`src/logic/dpw_pkg.sv`:
```
// Shared constants and types for the dual wiper two-wire target.
// Assumes a single system clock and a synchronised active-low reset.
package dpw_pkg;

  localparam int TAP_W = 8;
  localparam int BIT_CNT_W = 3;
  localparam int BYTE_IDX_W = 2;

  // Command bytes that select the volatile wiper registers.
  localparam logic [7:0] CMD_FIRST = 8'h11;
  localparam logic [7:0] CMD_SECOND = 8'h12;
  localparam logic [7:0] CMD_DUAL = 8'h13;

  // Fixed upper nibble of the 7-bit target address.
  localparam logic [3:0] ADDR_FIXED = 4'h5;
  localparam logic ADDR_RW_WRITE = 1'h0;

  // Positions of the bytes inside one update frame.
  localparam logic [BYTE_IDX_W-1:0] IDX_ADDR = 2'h0;
  localparam logic [BYTE_IDX_W-1:0] IDX_CMD = 2'h1;
  localparam logic [BYTE_IDX_W-1:0] IDX_DATA = 2'h2;
  localparam logic [BIT_CNT_W-1:0] LAST_BIT = 3'h7;

  // Wiper value after reset.
  localparam logic [TAP_W-1:0] MIDSCALE = 8'h80;

  typedef enum logic [2:0] {
    ST_IDLE,
    ST_RX,
    ST_ACK_WAIT,
    ST_ACK_DRIVE,
    ST_SKIP
  } dpw_state_t;

endpackage

```
`src/logic/dpw_wr_if.sv`:
```
// Write strobes and wiper values passed between the bus engine and the wiper store.
// Assumes both ends run on the same system clock.
`timescale 1ns/1ps
interface dpw_wr_if;
  import dpw_pkg::*;

  logic wr_first;
  logic wr_second;
  logic [TAP_W-1:0] wr_data;
  logic [TAP_W-1:0] first_tap;
  logic [TAP_W-1:0] second_tap;

  modport ctrl (output wr_first, output wr_second, output wr_data, input first_tap, input second_tap);
  modport store (input wr_first, input wr_second, input wr_data, output first_tap, output second_tap);
endinterface
```
`src/logic/dpw_top.sv`:
```
// Two-wire write-only target that sets the taps of two 256-position wipers.
// Assumes scl and sda arrive asynchronously from pins and sda is open drain.
//
// Behaviour
// - Command 0x11 then a data byte loads the first wiper register.
// - Command 0x12 then a data byte loads the second wiper register.
// - Command 0x13 then a data byte loads both wipers with the same byte.
// - The data byte maps bit for bit onto the tap index.
// - Each wiper has 256 taps, indexed 0 to 255.
// - The target never drives read data; only writes are used.
// - A completed write is stored and the wiper output follows it.
// - Address is 0101 followed by the three address-select pins.
`timescale 1ns/1ps
module dpw_top (
  input wire logic clk_sys_i,
  input wire logic arst_n_i,
  input wire logic scl_i,
  input wire logic sda_i,
  output logic sda_o,
  output logic sda_oe_o,
  input wire logic addr_select_pin_hi_i,
  input wire logic addr_select_pin_mid_i,
  input wire logic addr_select_pin_lo_i,
  output logic [dpw_pkg::TAP_W-1:0] first_wiper_output_o,
  output logic [dpw_pkg::TAP_W-1:0] second_wiper_output_o
);
  import dpw_pkg::*;

  // ----------------------------------------------------------------
  // Reset release and pin synchronisers
  // ----------------------------------------------------------------
  logic rst_s1;
  logic rst_n;
  logic [4:0] pin_s1;
  logic [4:0] pin_s2;
  logic scl_q;
  logic sda_q;

  always_ff @(posedge clk_sys_i or negedge arst_n_i) begin
    if (!arst_n_i) begin
      rst_s1 <= 1'h0;
      rst_n <= 1'h0;
    end else begin
      rst_s1 <= 1'h1;
      rst_n <= rst_s1;
    end
  end

  // Idle bus levels are high, so the scl and sda synchronisers reset high to avoid a false start; the address-pin bits reset low.
  always_ff @(posedge clk_sys_i or negedge rst_n) begin
    if (!rst_n) begin
      pin_s1 <= 5'h03;
      pin_s2 <= 5'h03;
      scl_q <= 1'h1;
      sda_q <= 1'h1;
    end else begin
      pin_s1 <= {addr_select_pin_hi_i, addr_select_pin_mid_i, addr_select_pin_lo_i, scl_i, sda_i};
      pin_s2 <= pin_s1;
      scl_q <= pin_s2[1];
      sda_q <= pin_s2[0];
    end
  end

  // ----------------------------------------------------------------
  // Bus condition decode
  // ----------------------------------------------------------------
  logic scl_s;
  logic sda_s;
  logic [2:0] addr_pins;
  logic scl_rise;
  logic scl_fall;
  logic start_cond;
  logic stop_cond;

  assign scl_s = pin_s2[1];
  assign sda_s = pin_s2[0];
  assign addr_pins = pin_s2[4:2];
  assign scl_rise = scl_s & ~scl_q;
  assign scl_fall = ~scl_s & scl_q;
  assign start_cond = scl_s & scl_q & sda_q & ~sda_s;
  assign stop_cond = scl_s & scl_q & ~sda_q & sda_s;

  // ----------------------------------------------------------------
  // Byte receiver state
  // ----------------------------------------------------------------
  dpw_state_t state;
  dpw_state_t next_state;
  logic [BIT_CNT_W-1:0] bit_cnt;
  logic [BYTE_IDX_W-1:0] byte_idx;
  logic [TAP_W-1:0] shift;
  logic [TAP_W-1:0] cmd_q;
  logic sda_oe;
  logic sda_drv;

  logic [TAP_W-1:0] rx_byte;
  logic byte_done;
  logic addr_ok;
  logic data_done;
  logic cmd_first;
  logic cmd_second;
  logic ack_byte;

  assign rx_byte = {shift[TAP_W-2:0], sda_s};
  assign byte_done = (state == ST_RX) && scl_rise && (bit_cnt == LAST_BIT);
  // Only a write-direction address is answered; a read request is never acknowledged.
  assign addr_ok = (rx_byte[7:1] == {ADDR_FIXED, addr_pins}) && (rx_byte[0] == ADDR_RW_WRITE);
  assign data_done = byte_done && (byte_idx == IDX_DATA);
  assign cmd_first = (cmd_q == CMD_FIRST) || (cmd_q == CMD_DUAL);
  assign cmd_second = (cmd_q == CMD_SECOND) || (cmd_q == CMD_DUAL);
  assign ack_byte = (byte_idx == IDX_ADDR) ? addr_ok : 1'h1;

  always_comb begin
    next_state = state;
    case (state)
      ST_IDLE: begin
        next_state = ST_IDLE;
      end
      ST_RX: begin
        if (byte_done) begin
          next_state = ack_byte ? ST_ACK_WAIT : ST_SKIP;
        end
      end
      ST_ACK_WAIT: begin
        if (scl_fall) begin
          next_state = ST_ACK_DRIVE;
        end
      end
      ST_ACK_DRIVE: begin
        // Bytes after the data byte are not acknowledged.
        if (scl_fall) begin
          next_state = (byte_idx == IDX_DATA) ? ST_SKIP : ST_RX;
        end
      end
      default: begin
        next_state = ST_SKIP;
      end
    endcase
    if (start_cond) begin
      next_state = ST_RX;
    end else if (stop_cond) begin
      next_state = ST_IDLE;
    end
  end

  always_ff @(posedge clk_sys_i or negedge rst_n) begin
    if (!rst_n) begin
      state <= ST_IDLE;
    end else begin
      state <= next_state;
    end
  end

  always_ff @(posedge clk_sys_i or negedge rst_n) begin
    if (!rst_n) begin
      bit_cnt <= '0;
      shift <= '0;
    end else if (start_cond) begin
      bit_cnt <= '0;
    end else if (state == ST_RX && scl_rise) begin
      shift <= rx_byte;
      bit_cnt <= bit_cnt + 3'h1;
    end
  end

  always_ff @(posedge clk_sys_i or negedge rst_n) begin
    if (!rst_n) begin
      byte_idx <= IDX_ADDR;
    end else if (start_cond) begin
      byte_idx <= IDX_ADDR;
    end else if (state == ST_ACK_DRIVE && scl_fall && byte_idx != IDX_DATA) begin
      byte_idx <= byte_idx + 2'h1;
    end
  end

  always_ff @(posedge clk_sys_i or negedge rst_n) begin
    if (!rst_n) begin
      cmd_q <= '0;
    end else if (byte_done && byte_idx == IDX_CMD) begin
      cmd_q <= rx_byte;
    end
  end

  // The pin is only ever pulled low for an acknowledge; no data is sent back.
  always_ff @(posedge clk_sys_i or negedge rst_n) begin
    if (!rst_n) begin
      sda_oe <= 1'h0;
      sda_drv <= 1'h0;
    end else begin
      sda_oe <= (next_state == ST_ACK_DRIVE);
      sda_drv <= 1'h0;
    end
  end

  assign sda_oe_o = sda_oe;
  assign sda_o = sda_drv;

  // ----------------------------------------------------------------
  // Wiper register writes
  // ----------------------------------------------------------------
  dpw_wr_if wif ();

  // Unknown commands raise neither strobe, so both wipers keep their taps.
  always_ff @(posedge clk_sys_i or negedge rst_n) begin
    if (!rst_n) begin
      wif.wr_first <= 1'h0;
      wif.wr_second <= 1'h0;
      wif.wr_data <= '0;
    end else begin
      wif.wr_first <= data_done && cmd_first;
      wif.wr_second <= data_done && cmd_second;
      if (data_done) begin
        wif.wr_data <= rx_byte;
      end
    end
  end

  dpw_wiper_store u_store (
    .clk_sys_i(clk_sys_i),
    .rst_n_i(rst_n),
    .wif(wif.store)
  );

  assign first_wiper_output_o = wif.first_tap;
  assign second_wiper_output_o = wif.second_tap;
endmodule

```
`src/logic/dpw_wiper_store.sv`:
```
// Volatile storage for the two wiper tap registers.
// Assumes write strobes are one-cycle pulses on the same clock as this store.
`timescale 1ns/1ps
module dpw_wiper_store (
  input wire logic clk_sys_i,
  input wire logic rst_n_i,
  dpw_wr_if.store wif
);
  import dpw_pkg::*;

  logic [TAP_W-1:0] first_tap;
  logic [TAP_W-1:0] second_tap;

  // A strobe loads the byte as the new tap index; both strobes together update both wipers.
  always_ff @(posedge clk_sys_i or negedge rst_n_i) begin
    if (!rst_n_i) begin
      first_tap <= MIDSCALE;
      second_tap <= MIDSCALE;
    end else begin
      if (wif.wr_first) begin
        first_tap <= wif.wr_data;
      end
      if (wif.wr_second) begin
        second_tap <= wif.wr_data;
      end
    end
  end

  assign wif.first_tap = first_tap;
  assign wif.second_tap = second_tap;
endmodule

```
`config.mk`:
```
export PLATFORM = sky130hd
export DESIGN_NAME = dpw_top
export DESIGN_NICKNAME = d
export VERILOG_FILES = /design/src/logic/dpw_pkg.sv /design/src/logic/dpw_wr_if.sv /design/src/logic/dpw_top.sv /design/src/logic/dpw_wiper_store.sv
export SDC_FILE = /design/constraint.sdc
export NUM_CORES = 1
export LEC_CHECK = 0
export ABC_AREA = 0
export BUFFER_PORTS_ARGS = -buffer_cell sky130_fd_sc_hd__buf_2
export CAP_MARGIN = 30
export CELL_PAD_IN_SITES_DETAIL_PLACEMENT = 0
export CELL_PAD_IN_SITES_GLOBAL_PLACEMENT = 1
export CORE_ASPECT_RATIO = 1.2
export CORE_MARGIN = 4
export CORE_UTILIZATION = 40
export DETAILED_ROUTE_END_ITERATION = 8
export HOLD_SLACK_MARGIN = 0.12
export PLACE_DENSITY_LB_ADDON = 0.08
export SLEW_MARGIN = 20
export SYNTH_ARGS = -nofsm -noshare
export SYNTH_HDL_FRONTEND = slang
export SYNTH_HIERARCHICAL = 1
export SYNTH_SLANG_ARGS = --single-unit
```
`constraint.sdc`:
```
create_clock -name clk_sys_i -period 1.87 [get_ports clk_sys_i]
set_clock_uncertainty 0.1 [all_clocks]
set_input_delay 0.374 -clock clk_sys_i [delete_from_list [all_inputs] [get_ports clk_sys_i]]
set_output_delay 0.374 -clock clk_sys_i [all_outputs]
set_load 0.02 [all_outputs]
```
# Yosys cells after proc, flatten, opt, wreduce, memory -nomap -nowiden
# Index checks and enable logic that the tools add are counted.
# totals
elab_cells,72
in_bits,7
out_inout_bits,18
register_bits,64
# op_classes
add_sub_neg,2
n_mux,13
reduce_logical,16
n_eq_ne,12
n_bitwise,12
# ops
op,count
$mux W3,9
$eq A8 B5 Y1 const B,3
$pmux W3 S4,1
$eq A3 B2 Y1 const B,3
$logic_and A1 B1 Y1,9
$and A1 B1 Y1,7
$eq A7 B6 Y1,1
$not A1 Y1,5
$mux W2,2
$reduce_bool A2 Y1,2
$add A3 B1 Y3 const B,1
$eq A3 B1 Y1 const B,1
$eq A3 B3 Y1 const B,1
$logic_not A3 Y1,1
$add A2 B1 Y2 const B,1
$eq A2 B1 Y1 const B,1
$eq A2 B2 Y1 const B,1
$logic_not A2 Y1,1
$logic_or A1 B1 Y1,2
$ne A2 B2 Y1 const B,1
$reduce_and A2 Y1,1
$mux W1,1

# Longest topological paths before layout
# Gate-level depths: netlist of the first run.
# logic_depth
depth_word,9
depth_mapped,6
mapped_depth_nobuf,6

# Modules after synthesis
# Netlist of the first run, hierarchy kept.
# modules_own_cells
mod,instances,seq_area_each_um2,cells_each,area_each_um2
dpw_top,1,1208.7,134,1925.6
dpw_wiper_store,1,402.9,34,665.6

# Least setup slack after synthesis of the first run
# No wires, ideal clock.
# synth_path
path_kind,reg2reg
from,reg bit_cnt[0]
to,reg wif.wr_data[1]
period_less_slack_ns,1.750
setup_slack_ns,0.120
setup_ns,0.125
stages_incl_launch_ff,6
t_arrival_ns,1.526
n_path_buf,0
required_ns,1.645
cell_sequence,dfrtp_1 -> ha_1 -> ha_1 -> and4bb_2 -> nand3_2 -> mux2_2
# synth_via
elab_chain_cells,3
# synth_lines
item,line_no,source
"start, declared",dpw_top.sv:88,logic [BIT_CNT_W-1:0] bit_cnt;
"start signal, assigned",dpw_top.sv:161,bit_cnt <= bit_cnt + 3'h1;
$eq A3 B3 Y1,dpw_top.sv:104,assign byte_done = (state == ST_RX) && scl_rise && (bit_cnt == LAST_BIT);
$logic_and A1 B1 Y1,dpw_top.sv:104,
$logic_and A1 B1 Y1,dpw_top.sv:107,assign data_done = byte_done && (byte_idx == IDX_DATA);
"end signal, assigned",dpw_top.sv:212,wif.wr_data <= rx_byte;
"end, declared",dpw_wr_if.sv:9,logic [TAP_W-1:0] wr_data;
# No other way between the ends.
# A chain may end at the register's enable or synchronous reset.

# Worst setup path after layout of the first run
# layout_path
from,reg bit_cnt[0]
to,reg wif.wr_data[5]
# The elaborated chain is that of the path after synthesis.

==> results, run 1 <==
- The power density over the cells is 905 mW/mm².
- The routing usage on met1 is 17.0%.
- Global routing consumed, on the met2 layer, 19.8% of the routing resources.
- The synthesis-to-finish area growth is 19.6%.
- The antenna cell count is 0.
- In the global route stage, overall resource usage came out at a little over an eighth.
- The critical path in this run is classified as flip-flop to flip-flop.
- In this run the horizontal extent of the chip is 81.5 µm.
- The post-route antenna net violation count is 0.
- The worst pin sits at a relative slew slack of around 64%.
- After the last flow step, the layout net total stands at 220.
- The number of antenna violations at the first check in global routing came to 0.
- The first global-routing pass estimated 7560 µm of wire.
- The via count of the first global-routing pass is 1,525.
- The HPWL after detailed placement is just under 3000 µm.
- The initial utilization of the core area, before any placement, comes to 42.0%.
- The total power after layout is 2.80 mW.
- After layout, the minimum clock period comes to 1820 ps.
- After synthesis, the mean cell area works out to 15.4 µm².
- The post-synthesis instance total is between 150 and 200.
- Of the available clock period, the critical path in the final layout requires a little over nine tenths.
- The post-placement cell area is 0.00280 mm².
- TritonCTS built the clock tree.
- The share of cells above drive strength 1 is 45.1%.
- For this block, the via count after detailed routing is roughly 1,400.
- The clock transition at the registers of the reported paths is 70 ps.
- The count of input and output buffers is 23.
- The final setup violation count is 0.
- The count of different cell masters after synthesis is 38.
- In the layout the commonest cells are dfrtp_1 (55), mux2_2 (23), buf_2 (23).
- The share of flip-flops with an asynchronous set or reset after synthesis is 100%.
- The number of DRC violations after detailed routing is 0.
- The die span in y is 96.2 µm.
- The total count of max-transition violations in the final report came to 0.
- STA classifies the critical path startpoint as a flip-flop.
- Setup repair after global routing left no endpoint under its margin.
- The global-route congestion overflow total is 0.
- For this run, the leading register cell type out of synthesis is dfrtp_1.
- The number of levels the H-tree was split into is 3.
- The number of warnings printed during yosys synthesis is 6.
- The post-synthesis sequential area ratio is roughly 62%.
- The maximum frequency from static timing analysis is 0.551 GHz.
- The run finished with clean final reports.
- After clock tree synthesis, the setup repair step added 0 buffers.
- Across the VDD grid, the largest voltage drop is 453 µV.
- The slew at the pin with the worst max-slew slack is 540 ps.
- The total area inside the core boundary comes to roughly 0.0062 mm².
- In this run the static leakage power is 1.51 nW.
- The first-iteration detailed-routing DRC count is 68.
- Leaving out fill and tap cells, the most frequent cell in the layout is dfrtp_1.
- For this design, the sink count on the clock tree is 64.
- For this run, the detailed router's first-pass iteration total came to 4.
- The capturing element type of the critical path is a flip-flop.
- The number of buffers created by CTS is 9.
- At the worst endpoint, the required time is 1980 ps.
- The routed length per instance is 14.9 µm.
- Yosys mapped a number of flops with a built-in enable equal to 0.
- The clock root buffer master is clkbuf_8.
- In the routed layout, each cell is associated on average with a via count of 4.85.
- Synthesis produced a netlist with a net count of 180.
- The number of filler cells placed in the layout is 537.
- The routed wire length is 4410 µm.
- The min-delay analysis places its worst path in the category flip-flop to asynchronous set/reset pin.
- After synthesis the netlist holds a flip-flop and latch count of 64.
- Routability-driven placement finished with a final weighted congestion of 0.700.
- In this run the count of I/O pins placed on the die edge is 25.
- The final count of hold timing violations is 0.
- In the global route stage, met3 resource usage came out at 4.78%.
- In this run the worst path has a maximum fanout of 10.
- The die covers 0.00784 mm².
- Data arrives at the worst endpoint at 1920 ps.
- The number of max-cap violations is 0.
- The maximum number of buffers from clock root to sink is 2.
- The post-synthesis cell area is 0.00259 mm².
- The later pin in the worst-skew pair is clocked with a latency of 330 ps.
- The largest net degree at the start of global routing is between 50 and 60.
- Setup total negative slack on the finished layout was measured at 0 ps.
- Summing all non-filler instances in the final layout gives an area of 0.00310 mm².
- The floorplan has 31 rows.
- The layer with the highest usage after global routing is met2.
## final timing paths
path | slack (ps) | to | cells after the start | start
setup / recovery | 50 | wif.wr_data[5] | 5 | bit_cnt[0]
hold / removal | 170 | shift[2] | 1 | rst_n
setup reg to reg | 50 | wif.wr_data[5] | 5 | bit_cnt[0]
hold reg to reg | 170 | shift[2] | 1 | rst_n
max in group asynchronous | 580 | u_store/wif.first_tap[3] | 1 | rst_n
min in group clk_sys_i | 250 | pin_s2[2] | 0 | pin_s1[2]
## cell type report
| class | count | area (µm²) | area share [%] |
|---|---|---|---|
| Clock inverter | 3 | 67.6 | 2.18 |
| Tap cell | 82 | 103 | 3.31 |
| Timing Repair Buffer | 33 | 220 | 7.11 |
| Clock buffer | 13 | 139 | 4.48 |
| Inverter | 4 | 15.0 | 0.485 |
| Sequential cell | 64 | 1610 | 52.1 |
| Multi-Input combinational cell | 96 | 941 | 30.4 |
## worst max-delay path, stage by stage (launching register included)
cell      delay (ps)
dfrtp_1          400
ha_1             200
ha_1             190
and4bb_2         280
nand3_4          170
mux2_2           360
## state kept, by name, indices dropped and copies added, names as in the netlist, 2 cells and up
| signal | flops |
|---|---|
| wif.wr_data | 8 |
| pin_s2 | 5 |
| byte_idx | 2 |
| pin_s1 | 5 |
| state | 3 |
| cmd_q | 8 |
| u_store/wif.second_tap | 8 |
| shift | 7 |
| u_store/wif.first_tap | 8 |
| bit_cnt | 3 |
## cells in the mapped netlist, drive strengths merged, types with 2 or more instances
library cell	instances	share of area (%)
and4bb	2	1.1
xor2	4	1.4
inv	4	0.58
dfrtp	56	54
a21oi	2	0.39
nor2	7	1.0
nand3	3	0.97
nor2b	2	0.48
buf	4	1.7
and2	2	0.48
mux2	39	19
nand2	5	0.72
a22o	2	0.77
nor4	2	0.48
conb	2	0.29
ha	5	2.4
dfstp	8	8.1
nor3	2	0.39
o21ai	3	0.58
## cell families (layout without fill, tap and decap cells)
| family | count (synthesis) | after routing | share of synthesized area (%) |
|---|---|---|---|
| adders and majority gates | 5 | 5 | 2.41 |
| other | 2 | 2 | 0.290 |
| xor gates and xnor gates | 5 | 5 | 1.69 |
| and+or+nand+nor | 32 | 32 | 8.11 |
| DFF | 64 | 64 | 62.2 |
| buffers and inverters | 8 | 53 | 2.32 |
| muxes | 39 | 39 | 19.3 |
| AOI/OAI and AO/OA | 13 | 13 | 3.72 |
## layer usage
metal | up-vias | wire length, µm | share of wire, %
li1 | 674 | - | -
met1 | 726 | 2010 | 46
met2 | 30 | 2200 | 50
met3 | 2 | 170 | 3.9
met4 | 0 | 25 | 0.57
met5 | - | 0 | 0
## per-stage QoR
stage / utilization, % / setup slack (ps) / instances / hold slack, ps
6_report: 50.2 / 54.6 / 295 / 172
5_1_grt: 50.2 / 8.82 / 295 / 198
4_1_cts: 49.9 / 18.4 / 295 / 181
3_5_place_dp: 45.4 / 37.9 / 272 / 61.0
3_3_place_gp: 45.4 / 83.3 / 272 / 50.9
2_1_floorplan: - / 120 / 168 / -21.6
## where the power goes
part	switching [mW]	internal (mW)	total, mW
Sequential	0.0318	1.42	1.45
Combinational	0.0547	0.0489	0.104
Clock	0.494	0.754	1.25
## repair_timing
action,in CTS,in global routing
hold buffers,7,0
gates resized for setup,0,3
hold endpoints to repair,19,0
setup endpoints to repair,0,10
No activity file was read; power rests on OpenSTA's default activity.
==> inputs of run 2 (changes only) <==
- CORE_ASPECT_RATIO: 1.2 -> 0.9
==> results, run 2 (same netlist as run 1, synthesis figures left out) <==
- The HPWL after detailed placement is 2990 µm.
- The summed negative setup slack over all endpoints is 0 ps.
- For met1 alone, demand over resource in global routing was between 10% and 20%.
- The total count of max-transition violations in the final report was 0.
- The number of levels the H-tree was split into is 3.
- The maximum frequency from static timing analysis is between 0.5 and 0.6 GHz.
- The library cells used most frequently in the layout, excluding fill and tap cells, are dfrtp_1 (55), mux2_2 (23), buf_2 (23).
- The antenna cell count is 0.
- The global-route congestion overflow total is 0.
- The net count reported at finish is 220.
- The post-detailed-route via-to-cell ratio is 4.72.
- The routed layout has 1,417 vias.
- Counting cells, the worst reg-to-reg path comes to 5.
- The die is 84.4 µm tall.
- The number of max-cap violations is 0.
- The final core utilization is 49.7%.
- The area of the placeable core is between 0.006 and 0.007 mm².
- The synthesis-to-finish area growth is 19.1%.
- The total leakage power is 1.51 nW.
- The number of antenna violations at the first check in global routing was 0.
- The slowest library cell on the worst path is dfrtp_1.
- The clock root buffer master is clkbuf_8.
- The worst max-slew margin expressed relative to the limit is roughly 65%.
- For met2 alone, demand over resource in global routing was roughly a fifth.
- The slew at the pin with the worst max-slew slack is 522 ps.
- The type of the worst setup path is flip-flop to flip-flop.
- The capturing element type of the critical path is a flip-flop.
- The via count of the first global-routing pass was between 1,500 and 2,000.
- The number of buffers created by CTS is 9.
- The first-pass GRT wire length is 7510 µm.
- The signal on the critical path passes through ha_1 -> ha_1 -> and4bb_2 -> nand3_4 -> mux2_2.
- The routed length per instance is 14.7 µm.
- The startpoint type of the worst setup path is a flip-flop.
- The final count of hold timing violations is 0.
- The final setup violation count is 0.
- The die covers 0.00783 mm².
- The clock sink count is 64.
- For met3 alone, demand over resource in global routing was slightly above 5%.
- For this block, the initial DRC count from the detailed router was 116.
- The library cell used most frequently in the layout, excluding fill and tap cells, is dfrtp_1.
- At the end of routability-driven placement, the weighted congestion stood at 0.750.
- In this run the deepest clock path goes through 2 buffers.
- The biggest fanout along the worst timing path is 10.
- Entering global routing, the biggest net connects 42 pins.
- The critical path data required time is ~2000 ps.
- The die boundary width is slightly above 90 µm.
- The final layout contains routed wiring with a total length of between 4000 and 5000 µm.
- Across every metal layer, demand over resource in global routing totals 12.6%.
- The total power after layout is 2.70 mW.
- The power density over the cells is between 800 and 900 mW/mm².
- In this design, the critical path's most frequently occurring cell is ha_1.
- The layer with the highest usage after global routing is met2.
- The TritonCTS clock tree is yes.
- Clock-pin slew was measured on the worst setup and hold paths at 70 ps.
- The initialized floorplan defines 27 standard-cell rows.
- STA puts the critical path data arrival time at 1910 ps.
- In the routed design, unresolved DRC markers number 0.
- The longest individual stage delay on the worst path is about 390 ps.
- The peak ir drop on the vdd network is 405 µV.
- The share of cells above drive strength 1 is 46.0%.
- In this run the remaining antenna-violating nets after routing total 0.
- Before antenna repair, the detailed router went through 4 iterations.
- The count of input and output buffers is 23.
- The post-placement cell area is 0.00281 mm².
- The minimum clock period is between 1500 and 2000 ps.
- Setup repair after global routing left no endpoint under its margin.
- The flow ran to the end, and the final reports show no timing, DRC or antenna violations.
- The initial core utilization is 41.7%.
- The boundary pin count is 25.
- The final non-filler cell area is 0.00309 mm².
- The type of the most critical hold path is flip-flop to asynchronous set/reset pin.
- Clock latency on the worst-skew pair, taken at its later pin, is 330 ps.
- The final critical path takes up 96.1% of the cycle.
[run 2: changes by cell type in the layout (fill, tap and decap cells not counted), sizes merged]
cell         before  now
clkinv            0    1
buf              26   27
dlygate4sd3       7    6
bufinv            2    1
[run 2: path summary, 6_finish.rpt]
| kind | start | to | slack [ps] |
|---|---|---|---|
| max | bit_cnt[0] | wif.wr_data[2] | 70 |
| min in group clk_sys_i | pin_s1[2] | pin_s2[2] | 250 |
| min reg2reg | rst_n | pin_s1[4] | 150 |
| max reg2reg | bit_cnt[0] | wif.wr_data[2] | 70 |
| min | rst_n | pin_s1[4] | 150 |
| max in group asynchronous | rst_n | u_store/wif.second_tap[7] | 860 |
[run 2: worst max-delay path: cells and delay by family (launching register included)]
kind	cells	cell delay [ps]
flops	1	390
mux	1	360
simple gates	2	440
fa+ha+maj	2	390
[run 2: timing repair]
item                       4_1_cts  5_1_grt
setup endpoints to repair        0       10
hold buffers                     6        0
buffers inserted                 0        0
hold endpoints to repair         7        0
resized for setup                0        3
[run 2: per-layer routing]
metal	vias up	wire, µm
met5	-	0
met4	0	23
met3	2	197
met2	29	2080
met1	712	2100
li1	674	-
[run 2: area by class of cell]
class                   count  area (µm²)
multi-input cells          96         941
flip-flops and latches     64        1610
clock inverters             3        42.5
repair buffers             33         218
fillers                   563        3130
clock buffers              13         149
inverters                   4        15.0
well taps                  87         109
[run 2: where the power goes]
part,total [mW],internal (mW),switching [mW]
clock network,1.14,0.652,0.492
registers,1.46,1.42,0.0413
logic,0.0943,0.0472,0.0470
[run 2: stage by stage]
step	cells	setup slack (ps)	hold WS (ps)
final	300	73.0	146
after global routing	300	3.54	197
after CTS	300	31.4	165
after detailed placement	278	52.5	61.0
after global placement	278	83.8	58.8
after floorplan	168	120	-21.6
